**config.mk**
```make
export PLATFORM = sky130hd
export DESIGN_NAME = ric_top
export DESIGN_NICKNAME = d
export VERILOG_FILES = /design/src/ric_top.v
export VERILOG_INCLUDE_DIRS = /design/src /design/src/src
export SDC_FILE = /design/constraint.sdc
export NUM_CORES = 1
export LEC_CHECK = 0
export BUFFER_PORTS_ARGS = -buffer_cell sky130_fd_sc_hd__clkbuf_2
export CORE_ASPECT_RATIO = 0.9
export CORE_UTILIZATION = 40
export CTS_BUF_LIST = sky130_fd_sc_hd__clkbuf_8
export DETAILED_ROUTE_END_ITERATION = 12
export PLACE_DENSITY = 0.61
export SYNTH_ARGS = -nofsm -noshare
export SYNTH_HDL_FRONTEND = slang
export SYNTH_SLANG_ARGS = --single-unit
```
**constraint.sdc**
```tcl
create_clock -name mclk -period 3.2 [get_ports mclk]
set_input_delay 0.16 -clock mclk [delete_from_list [all_inputs] [get_ports mclk]]
set_output_delay 0.16 -clock mclk [all_outputs]
set_load 0.02 [all_outputs]
```
**src/ric_consts.vh**
```
/*
 restart interlock control: register offsets, field positions, reset values
 and timing figures used by the design; the bench uses its own literals.
 assumes a 100 MHz mclk and a 32-bit plain register port.
*/
`ifndef RIC_CONSTS_VH
`define RIC_CONSTS_VH

// clock and time base
`define RIC_CLK_PERIOD_NS   32'h0000000A
`define RIC_TICK_NS         32'h000F4240
`define RIC_TICK_CYCLES     (`RIC_TICK_NS / `RIC_CLK_PERIOD_NS)

// reset-button window and stuck detection, in ms
`define RIC_PRESS_MIN_MS    16'h0096
`define RIC_PRESS_MAX_MS    16'h0FA0
`define RIC_PRESS_STUCK_MS  16'h7530

// start-up, contactor and blink timing, in ms
`define RIC_SELFTEST_MS     16'h01F4
`define RIC_SHOW_RT_MS      16'h07D0
`define RIC_EDM_MS          16'h012C
`define RIC_BLINK_MS        16'h00FA
`define RIC_RESP_TIME_MS    8'h0F

// register offsets (byte addresses)
`define RIC_REG_CTRL        8'h00
`define RIC_REG_STATUS      8'h04
`define RIC_REG_IRQ_STAT    8'h08
`define RIC_REG_IRQ_MASK    8'h0C
`define RIC_REG_PRESS       8'h10

// control register fields
`define RIC_CTRL_ALIGN      0

// status register fields
`define RIC_ST_STATE_LO     0
`define RIC_ST_STATE_HI     2
`define RIC_ST_RES_EN       4
`define RIC_ST_EDM_EN       5
`define RIC_ST_CHAN_TWO     6
`define RIC_ST_STD_POWER    7
`define RIC_ST_OSSD         8

// interrupt events
`define RIC_EV_ON           0
`define RIC_EV_OFF          1
`define RIC_EV_IGNORED      2
`define RIC_EV_STUCK        3
`define RIC_EV_EDM          4
`define RIC_EV_W            5

// reset values
`define RIC_CTRL_RST        1'b0
`define RIC_MASK_RST        5'h00

`endif

```
**src/ric_top.v**
```verilog
/*
 restart interlock control of a light-curtain receiver/transmitter:
 channel and range select, contactor feedback, restart interlock, reset
 button timing, status pin, indicators, start-up sequence and a small
 register file with a level interrupt.
 assumes one 100 MHz clock, connector pins arriving asynchronously, and
 optics flags (beam clear, marginal, fault) coming from logic on mclk.
*/
`timescale 1ns/1ps
`default_nettype none
`include "ric_consts.vh"

module ric_top
#(
   parameter integer TICK_CYCLES = `RIC_TICK_CYCLES
)
(
   input  wire        mclk,
   input  wire        reset_n,
   // connector pins
   input  wire        supply_pin_a,
   input  wire        supply_pin_b,
   input  wire        range_select,
   input  wire        feedback_monitor_input,
   input  wire        feedback_monitor_open,
   input  wire        interlock_select_input,
   input  wire        reset_status_pin_in,
   output reg         reset_status_pin_out,
   output reg         reset_status_pin_oe,
   output reg         safety_output_a,
   output reg         safety_output_b,
   // optics flags from the receive logic
   input  wire        beam_clear,
   input  wire        beam_marginal,
   input  wire        optics_fault,
   // optics control
   output reg         optical_channel_two,
   output reg         tx_power_standard,
   // indicators
   output reg         led_green,
   output reg         led_red,
   output reg         led_yellow,
   output reg  [1:0]  display_mode,
   output reg  [7:0]  display_value,
   output reg         display_flash,
   // register port
   input  wire [7:0]  reg_addr,
   input  wire [31:0] reg_wdata,
   input  wire        reg_wr,
   input  wire        reg_rd,
   output reg  [31:0] reg_rdata,
   output reg         irq
);
   // states
   localparam [2:0] ST_SELF  = 3'h0;
   localparam [2:0] ST_SHOW  = 3'h1;
   localparam [2:0] ST_LOCK  = 3'h2;
   localparam [2:0] ST_ON    = 3'h3;
   localparam [2:0] ST_FAULT = 3'h4;
   // display modes
   localparam [1:0] DM_TEST  = 2'h0;
   localparam [1:0] DM_RESP  = 2'h1;
   localparam [1:0] DM_RUN   = 2'h2;
   localparam [1:0] DM_ALIGN = 2'h3;
   localparam [16:0] TICK_LAST  = TICK_CYCLES[16:0] - 17'h00001;
   localparam [15:0] P_MIN      = `RIC_PRESS_MIN_MS;
   localparam [15:0] P_MAX      = `RIC_PRESS_MAX_MS;
   localparam [15:0] P_STUCK    = `RIC_PRESS_STUCK_MS;
   localparam [15:0] T_SELF     = `RIC_SELFTEST_MS;
   localparam [15:0] T_SHOW     = `RIC_SHOW_RT_MS;
   localparam [15:0] T_EDM      = `RIC_EDM_MS;
   localparam [15:0] T_BLINK    = `RIC_BLINK_MS;
   localparam integer NPIN      = 7;
   wire [NPIN-1:0] pin_raw;
   reg  [NPIN-1:0] sync1_ff;
   reg  [NPIN-1:0] sync2_ff;
   genvar          gi;
   reg  [16:0] tick_cnt_ff;
   reg         tick_ff;
   reg  [2:0]  state_ff;
   reg  [2:0]  nxt_state;
   reg  [15:0] timer_ff;
   reg  [15:0] nxt_timer;
   reg  [15:0] press_ff;
   reg  [15:0] nxt_press;
   reg  [15:0] last_press_ff;
   reg  [15:0] nxt_last_press;
   reg         pressed_ff;
   reg         ignored_ff;
   reg         nxt_ignored;
   reg         res_en_ff;
   reg         nxt_res_en;
   reg  [15:0] blink_cnt_ff;
   reg         blink_ff;
   reg  [1:0]  oe_hist_ff;
   reg         align_ff;
   reg  [4:0]  irq_stat_ff;
   reg  [4:0]  irq_mask_ff;
   reg  [4:0]  ev;
   reg  [4:0]  nxt_stat;
   reg         nxt_ossd;
   reg         nxt_status;
   wire s_sup_a   = sync2_ff[0];
   wire s_sup_b   = sync2_ff[1];
   wire s_range   = sync2_ff[2];
   wire s_fb_hi   = sync2_ff[3];
   wire s_fb_open = sync2_ff[4];
   wire s_ilk     = sync2_ff[5];
   wire s_rst_pin = sync2_ff[6];
   // feedback pin decode: high disables, low closed loop, open loop
   wire edm_en      = ~s_fb_hi;
   wire loop_closed = ~s_fb_hi & ~s_fb_open;
   // the pin is only a button while nothing of ours drives it
   wire btn         = s_rst_pin & ~reset_status_pin_oe & ~(|oe_hist_ff);
   wire field_ok    = beam_clear & ~optics_fault;
   wire edm_ok      = ~edm_en | loop_closed;
   wire wr_ctrl     = reg_wr & (reg_addr == `RIC_REG_CTRL);
   wire wr_stat     = reg_wr & (reg_addr == `RIC_REG_IRQ_STAT);
   wire wr_mask     = reg_wr & (reg_addr == `RIC_REG_IRQ_MASK);
   assign pin_raw = {reset_status_pin_in, interlock_select_input,
                     feedback_monitor_open, feedback_monitor_input,
                     range_select, supply_pin_b, supply_pin_a};
   // two-stage synchroniser on every connector input
   generate
      for (gi = 0; gi < NPIN; gi = gi + 1)
      begin : g_sync
         always @(posedge mclk or negedge reset_n)
         begin
            if (!reset_n)
            begin
               sync1_ff[gi] <= 1'b0;
               sync2_ff[gi] <= 1'b0;
            end
            else
            begin
               sync1_ff[gi] <= pin_raw[gi];
               sync2_ff[gi] <= sync1_ff[gi];
            end
         end
      end
   endgenerate
   // millisecond enable and blink phase
   always @(posedge mclk or negedge reset_n)
   begin
      if (!reset_n)
      begin
         tick_cnt_ff  <= 17'h00000;
         tick_ff      <= 1'b0;
         blink_cnt_ff <= 16'h0000;
         blink_ff     <= 1'b0;
      end
      else
      begin
         tick_ff <= (tick_cnt_ff == TICK_LAST);
         if (tick_cnt_ff == TICK_LAST)
            tick_cnt_ff <= 17'h00000;
         else
            tick_cnt_ff <= tick_cnt_ff + 17'h00001;
         if (tick_ff)
         begin
            if (blink_cnt_ff == T_BLINK - 16'h0001)
            begin
               blink_cnt_ff <= 16'h0000;
               blink_ff     <= ~blink_ff;
            end
            else
               blink_cnt_ff <= blink_cnt_ff + 16'h0001;
         end
      end
   end

   // sequencer: start-up, lock, on and fault interlock
   always @*
   begin
      nxt_state      = state_ff;
      nxt_timer      = timer_ff;
      nxt_press      = press_ff;
      nxt_last_press = last_press_ff;
      nxt_ignored    = ignored_ff;
      nxt_res_en     = res_en_ff;
      ev             = 5'h00;
      if (tick_ff && timer_ff != 16'hFFFF)
         nxt_timer = timer_ff + 16'h0001;
      // count the press length in ms, saturating at the stuck limit
      if (btn && !pressed_ff)
      begin
         nxt_press   = 16'h0000;
         nxt_ignored = 1'b0;
      end
      else if (btn && tick_ff && press_ff != P_STUCK)
         nxt_press = press_ff + 16'h0001;
      case (state_ff)
         ST_SELF:
         begin
            // status pin is undriven here, so a bridged select reads low
            nxt_res_en = s_ilk;
            if (timer_ff >= T_SELF)
            begin
               nxt_state = ST_SHOW;
               nxt_timer = 16'h0000;
            end
         end
         ST_SHOW:
            if (timer_ff >= T_SHOW)
            begin
               nxt_state = ST_LOCK;
               nxt_timer = 16'h0000;
            end
         ST_LOCK:
         begin
            if (btn && press_ff == P_STUCK)
            begin
               nxt_state = ST_FAULT;
               ev[`RIC_EV_STUCK] = 1'b1;
            end
            else if (btn && press_ff >= P_MAX && !ignored_ff)
            begin
               nxt_ignored = 1'b1;
               ev[`RIC_EV_IGNORED] = 1'b1;
            end
            else if (!res_en_ff)
            begin
               if (field_ok && edm_ok)
                  nxt_state = ST_ON;
            end
            else if (!btn && pressed_ff)
            begin
               nxt_last_press = press_ff;
               // too short or too long leaves the lock engaged
               if (press_ff >= P_MIN && press_ff < P_MAX && !ignored_ff
                   && field_ok && edm_ok)
                  nxt_state = ST_ON;
            end
            if (nxt_state == ST_ON)
            begin
               nxt_timer = 16'h0000;
               ev[`RIC_EV_ON] = 1'b1;
            end
         end
         ST_ON:
            if (!field_ok)
            begin
               nxt_state = ST_LOCK;
               ev[`RIC_EV_OFF] = 1'b1;
            end
            else if (edm_en && loop_closed && timer_ff >= T_EDM)
            begin
               // contactor never dropped its feedback contact
               nxt_state = ST_FAULT;
               ev[`RIC_EV_EDM] = 1'b1;
               ev[`RIC_EV_OFF] = 1'b1;
            end
            else if (!edm_en || !loop_closed)
               nxt_timer = 16'h0000;
         ST_FAULT:
            nxt_state = ST_FAULT;
         default:
            nxt_state = ST_FAULT;
      endcase
      nxt_ossd   = (nxt_state == ST_ON);
      nxt_status = nxt_ossd & ~beam_marginal;
      // hardware set wins over a write-one clear in the same cycle
      nxt_stat = irq_stat_ff;
      if (wr_stat)
         nxt_stat = irq_stat_ff & ~reg_wdata[4:0];
      nxt_stat = nxt_stat | ev;
   end

   // control state registers
   always @(posedge mclk or negedge reset_n)
   begin
      if (!reset_n)
      begin
         state_ff      <= ST_SELF;
         timer_ff      <= 16'h0000;
         press_ff      <= 16'h0000;
         last_press_ff <= 16'h0000;
         pressed_ff    <= 1'b0;
         ignored_ff    <= 1'b0;
         res_en_ff     <= 1'b1;
         oe_hist_ff    <= 2'h0;
         align_ff      <= `RIC_CTRL_RST;
         irq_stat_ff   <= 5'h00;
         irq_mask_ff   <= `RIC_MASK_RST;
      end
      else
      begin
         state_ff      <= nxt_state;
         timer_ff      <= nxt_timer;
         press_ff      <= nxt_press;
         last_press_ff <= nxt_last_press;
         pressed_ff    <= btn;
         ignored_ff    <= nxt_ignored;
         res_en_ff     <= nxt_res_en;
         oe_hist_ff    <= {oe_hist_ff[0], reset_status_pin_oe};
         irq_stat_ff   <= nxt_stat;
         if (wr_ctrl)
            align_ff <= reg_wdata[`RIC_CTRL_ALIGN];
         if (wr_mask)
            irq_mask_ff <= reg_wdata[4:0];
      end
   end

   // registered pin, indicator and display outputs
   always @(posedge mclk or negedge reset_n)
   begin
      if (!reset_n)
      begin
         safety_output_a      <= 1'b0;
         safety_output_b      <= 1'b0;
         reset_status_pin_out <= 1'b0;
         reset_status_pin_oe  <= 1'b0;
         optical_channel_two  <= 1'b0;
         tx_power_standard    <= 1'b0;
         led_green            <= 1'b0;
         led_red              <= 1'b0;
         led_yellow           <= 1'b0;
         display_mode         <= DM_TEST;
         display_value        <= 8'h00;
         display_flash        <= 1'b0;
         irq                  <= 1'b0;
      end
      else
      begin
         // both outputs from one term so they cannot part
         safety_output_a      <= nxt_ossd;
         safety_output_b      <= nxt_ossd;
         // drive high only; low is left to the pull-down so the button reads
         reset_status_pin_out <= nxt_status;
         reset_status_pin_oe  <= nxt_status;
         optical_channel_two  <= s_sup_b & ~s_sup_a;
         tx_power_standard    <= s_range;
         led_green            <= nxt_ossd & (~(align_ff & beam_marginal) | blink_ff);
         led_red              <= (nxt_state == ST_LOCK) | (nxt_state == ST_FAULT);
         led_yellow           <= (nxt_state == ST_LOCK) & res_en_ff & field_ok;
         if (nxt_state == ST_SELF)
            display_mode <= DM_TEST;
         else if (nxt_state == ST_SHOW)
            display_mode <= DM_RESP;
         else if (align_ff)
            display_mode <= DM_ALIGN;
         else
            display_mode <= DM_RUN;
         display_value        <= (nxt_state == ST_SHOW) ? `RIC_RESP_TIME_MS : {5'h00, nxt_state};
         display_flash        <= align_ff & blink_ff & (nxt_ossd | nxt_state == ST_LOCK);
         irq                  <= |(nxt_stat & irq_mask_ff);
      end
   end

   // register read port, data in the cycle after the strobe
   always @(posedge mclk or negedge reset_n)
   begin
      if (!reset_n)
         reg_rdata <= 32'h00000000;
      else if (reg_rd)
      begin
         case (reg_addr)
            `RIC_REG_CTRL:
               reg_rdata <= {31'h00000000, align_ff};
            `RIC_REG_STATUS:
               reg_rdata <= {23'h000000, safety_output_a, tx_power_standard,
                             optical_channel_two, edm_en, res_en_ff, 1'b0, state_ff};
            `RIC_REG_IRQ_STAT:
               reg_rdata <= {27'h0000000, irq_stat_ff};
            `RIC_REG_IRQ_MASK:
               reg_rdata <= {27'h0000000, irq_mask_ff};
            `RIC_REG_PRESS:
               reg_rdata <= {16'h0000, last_press_ff};
            default:
               reg_rdata <= 32'h00000000;
         endcase
      end
      else
         reg_rdata <= 32'h00000000;
   end

endmodule
`default_nettype wire

```
Yosys cells after proc, flatten, opt, wreduce, memory -nomap -nowiden
Cells that the tools add are included.
Widths: inputs -> output; s select.

storage, ports and cells
  register bits after elaboration = 163
  input port bits = 54
  output and inout bits = 53
  word-level logic and storage cells = 176

cells by class
  add/subtract/negate cells = 4
  $lt $le $gt $ge = 6
  equality and inequality tests = 17
  muxes and demuxes = 46
  bitwise operators = 34
  reductions and logical operators = 28

operator list
  cell                   number
  $mux 16                11
  $pmux 16 s5            1
  $pmux 16 s4            1
  $add 16x1->16 const B  3
  $mux 3                 11
  $ge 16x9->1 const B    2
  $add 17x1->17 const B  1
  $eq 17x17->1 const B   1
  $mux 17                1
  $eq 16x15->1 const B   1
  $eq 16x8->1 const B    1
  $eq 8x4->1 const B     2
  $ge 16x11->1 const B   1
  $ge 16x12->1 const B   1
  $ge 16x8->1 const B    1
  $lt 16x12->1 const B   1
  $ne 16x15->1 const B   1
  $ne 16x16->1 const B   1
  $and 1x1->1            15
  $eq 3x2->1 const B     5
  $logic_and 1x1->1      15
  $mux 1                 15
  $pmux 3 s4             1
  $not 1->1              11
  20 further kinds       31

Logic depth before layout (Yosys ltp)
  depth in word-level cells = 17
  depth in mapped cells = 9
  gate-level depth less buffers = 8

Least setup slack after synthesis
No wires, ideal clock.

  path type = reg2reg
  start = reg reset_status_pin_oe
  end = reg press_ff[13]
  library setup time = 77 ps
  data arrival time = 2304 ps
  required time = 3123 ps
  slack = 819 ps
  cell stages (with the launch flop) = 8
  buffers on the path = 1
  clock period less this slack = 2381 ps
  cells stage by stage = dfrtp_1 or4b_4 clkinv_4 nand2_4 or4b_1 buf_2 or3_1 a21oi_1

on the way
  cells in the longest elaborated chain, start to end = 6
  elaborated cells on any way between the ends = 8
  those cells by class = mux (1); bitwise (3); reduce/logical (4)

RTL lines
  element                          line           source
  start, declared                  ric_top.v:29   output reg reset_status_pin_oe,
  start signal, assigned           ric_top.v:330  reset_status_pin_oe <= nxt_status;
  $not 1->1 (*)                    ric_top.v:114  wire btn = s_rst_pin & ~reset_status_pin_oe & ~(|oe_hist_ff);
  $and 1x1->1 (*) (2 in series)    ric_top.v:114
  via btn                          ric_top.v:114
  $logic_and 1x1->1 (2 in series)  ric_top.v:190  else if (btn && tick_ff && press_ff != P_STUCK)
  $reduce_bool 2->1 (no line)      -
  end signal, assigned             ric_top.v:290  press_ff <= nxt_press;
  end, declared                    ric_top.v:84   reg [15:0] press_ff;

Mark *: on every way through the listed nets, which the timed path passes. The rest lies on a longest branch.
A chain may end at the register's enable or synchronous reset.

Worst setup path in the final report
  start = reg press_ff[0]
  end = reg led_red

on the way
  cells in the longest elaborated chain, start to end = 14
  elaborated cells on any way between the ends = 21
  those cells by class = order compare (3); eq/ne (3); mux (7); bitwise (1); reduce/logical (7)

RTL lines
  element                                             line           source
  $ge 16x8->1 / $lt 16x12->1 (equally long branches)  ric_top.v:230  if (press_ff >= P_MIN && press_ff < P_MAX && !ignored_ff
  $logic_and 1x1->1 (2 in series)                     ric_top.v:230
  $logic_and 1x1->1 (2 in series)                     ric_top.v:231  && field_ok && edm_ok)
  $mux 3                                              ric_top.v:230
  $mux 3                                              ric_top.v:226  else if (!btn && pressed_ff)
  $mux 3                                              ric_top.v:221  else if (!res_en_ff)
  $mux 3                                              ric_top.v:216  else if (btn && press_ff >= P_MAX && !ignored_ff)
  $mux 3 (*)                                          ric_top.v:211  if (btn && press_ff == P_STUCK)
  $mux 3 (*)                                          ric_top.v:192  case (state_ff)
  $pmux 3 s4 (*)                                      ric_top.v:192
  $eq 3x2->1 / $eq 3x3->1 (equally long branches)     ric_top.v:334  led_red <= (nxt_state == ST_LOCK) | (nxt_state == ST_FAULT);
  $or 1x1->1 (*)                                      ric_top.v:334
  end signal, assigned                                ric_top.v:334
  end, declared                                       ric_top.v:41   output reg led_red,

Mark *: on every way between the ends. The rest lies on a longest branch, timed or not. The select of a mux whose other input is x is not followed.

==> results.md <==
- Status: completed
- Number of synthesized register bits: 147
- Largest net degree at the start of global routing: 97
- Final Hold Viols: 0
- Synth Cell Area: 6630 um2
- Final Cell Area: approximately 7700 um2
- FFs w/ async S/R, synth: 100%
- Die footprint: 17100 um2
- Setup ws final: 565 ps
- Initial Util: about 41%
- DRC errors left: 0
- Detail Route Antenna Nets: 0
- Internal power: 2.76 mW
- H-tree Lvls: 4
- Final slew viol count: 0
- CP max FO: 8
- Setup TNS: 0 ps
- Drt pass-1 iters: 4
- Setup crit end kind: register
- Post-synth top area cell: dfrtp_1
- Core Box Area: approximately 16000 um2
- Row count: 44
- Postcts setup bufs: 0
- Total Wirelength: between 10 and 15 mm
- Die W: 138 um
- Layout Nets: about 770
- Part of the power in combinational logic: under 10%
- Gate count after technology mapping: 616
- Setup Skew: 21.7 ps
- WP buf/inv: 1
- Max Cap Violations: 0
- CTS tree: built
- Tcrit/Tclk final: 82.3%
- TritonCTS Sinks: 147
- Max VDD drop: 0.000271 V
- Number of warnings issued by yosys: 0
- DP Area: 7110 um2
- CTS Buffer Depth: 2
- Sequential-to-total area share from yosys stat: between 50% and 60%
- Crit path DAT: 2970 ps
- First-pass GRT wire length: 22.1 mm
- DP Worst Slack: 591 ps
- Vias: 4646
- Power share of the clock group: 43.1%
- Detailed Place HPWL: around 9.3 mm
- Antenna Diode Count: 0
- CTS Hold Bufs: 16
- Drt initial violations: 275
- Clk Latency, worst-skew pair: between 400 and 500 ps
- PwrDens: around 460 nW/um2
- Die Ht: 124 um
- Pwr Total: 3.57 mW
- CTS root buf: clkbuf_8
- Cts bufs inserted: 17
- Sw Share: 22.7%
- Synth top area cells: dfrtp_1 55%, xor2_1 4.4%, nor2_1 4.1%
- Layout cell share with drive strength beyond 1: 18.9%
- Critical path class: reg -> reg
- Reg clk slew, reported paths: 80 ps
- Max stage delay on crit path: 540 ps
- Filler cells: between 1500 and 2000
- Cts repair resizes: 0
- Prevailing post-synth register cell: dfrtp_1
- P&R area growth vs syn: 16.1%
- Routed length on met3: ~560 um
- Met2 wire len: a little over 6 mm
- Count of cell types in the netlist: between 60 and 70
- EDFF count, synth: 0
- IO Port Bufs: between 50 and 60
- Syn_area_per_cell: around 11 um2
- CP cell instances: inv_1 -> ha_1 -> or4b_1 -> nor4_4 -> a21bo_2 -> a21oi_1 -> o41ai_1
- Routability cong.: 0.818
- Static leakage: 3.53 nW
- Vias in the first global route: between 4000 and 5000
- Wire per inst: 14.1 um
- F_max: roughly 380 MHz
- P_sw: 812 uW
- Share of the synthesized area in the top cell type: 55.1%
- M1 WL: about 6.1 mm
- Worst Tran Pin Value: 870 ps
- Total global-route track usage: between 10% and 20%
- Sequential share of power: 52.8%
- Vias per std cell: 5.04
- Worst EP required: 3540 ps
- Worst path slowest cell: nor4_4
- Uppermost routed layer: met4
- Worst path top cell family by delay: simple AND/OR/NAND/NOR gates
- Final worst path period need: about 2600 ps
- Slew margin rel.: about 42%
- Crit path launch type: register
- Hold WC Path Type: in -> reg
- Top-level port count: 107
- # setup viols final: 0
- RSZ-0062 raised after global routing: false
- Initial antenna violation count: 0
- Grt ovf: 0
==> sequential cells by signal, indices dropped and copies added (netlist names), 2 cells and up <==
| signal | count |
|---|---|
| reg_rdata | 16 |
| sync1_ff | 7 |
| press_ff | 16 |
| timer_ff | 16 |
| oe_hist_ff | 2 |
| display_value | 4 |
| display_mode | 2 |
| state_ff | 3 |
| blink_cnt_ff | 16 |
| tick_cnt_ff | 17 |
| last_press_ff | 16 |
| irq_stat_ff | 5 |
| irq_mask_ff | 5 |
==> cell type report <==
cell class	instances	area (um2)	share of cell area (%)
Clock buffer	20	275	3.57
Clock inverter	11	153	1.98
Inverter	24	95.1	1.23
Multi-Input combinational cell	429	2710	35.2
Sequential cell	147	3680	47.8
Tap cell	207	259	3.36
Timing Repair Buffer	84	529	6.87
==> layer usage <==
metal,GRT usage [%],up-vias
met5,0,-
met4,5.64,0
met3,4.40,11
met2,26.9,84
met1,22.6,2282
li1,-,2269
==> logic make-up (layout without fill, tap and decap cells) <==
| group | after synthesis | count (layout) | share of synthesized area [%] |
|---|---|---|---|
| and+or+nand+nor | 257 | 257 | 20.3 |
| other | 1 | 20 | 0.0565 |
| DFF | 147 | 147 | 55.5 |
| adders and majority gates | 8 | 8 | 1.51 |
| xor gates and xnor gates | 56 | 56 | 7.39 |
| muxes | 24 | 24 | 4.06 |
| AOI/OAI and AO/OA | 64 | 64 | 6.51 |
| buffers and inverters | 59 | 139 | 4.72 |
==> worst paths after layout <==
kind	from	to	slack, ps	depth (start not counted)
max reg2reg	press_ff[0]	led_red	560	7
max in group asynchronous	reset_n	tick_cnt_ff[6]	2020	3
min in group asynchronous	reset_n	irq_mask_ff[4]	340	2
max	press_ff[0]	led_red	560	7
min	reg_wr	align_ff	70	3
min reg2reg	sync1_ff[1]	s_sup_b	350	0
==> synthesized netlist by cell type, types with 13 or more instances <==
cell type,number
xor2_1,33
dfrtp_1,146
nand4_1,14
mux2_2,23
inv_1,23
nor2_1,73
o21ai_0,23
buf_4,22
nand3_1,36
nand2_1,42
nor3_1,21
and2_1,13
xnor2_1,23
==> per-stage QoR <==
step	utilization (%)	hold slack (ps)	cells
5_1_grt	47.6	49.0	922
6_report	47.6	74.5	922
2_1_floorplan	-	-136	635
3_5_place_dp	44.0	271	875
3_3_place_gp	44.0	268	875
4_1_cts	47.6	41.1	922
==> placed cells by master, fill, tap and decap left out, drive strengths merged, types with 4 or more instances in the layout <==
cell type / n
and3: 12
nand4: 14
clkbuf: 78
inv: 26
a21oi: 10
or3: 8
and2: 14
nor2b: 4
nand2: 43
dfrtp: 146
nor3: 21
xor2: 33
nand3: 36
buf: 10
xnor2: 23
nor4b: 4
conb: 20
mux2: 23
clkinv: 4
nor2: 74
ha: 8
o21ai: 23
nor4: 6
dlygate4sd3: 16
==> power groups by stage <==
stage	logic (mW)	clock network (mW)	registers (mW)
finish	0.146	1.54	1.89
global route	0.166	1.66	1.89
CTS	0.150	1.59	1.89
detailed placement	0.134	0	1.92
global placement	0.131	0	1.92
floorplan	0.0747	0	1.92
==> worst min-delay path, stage by stage <==
cell and delay, ps:
clkbuf_2 100, nand3b_1 90, mux2_2 150
Note: power is estimated with default switching activity, not from simulation.
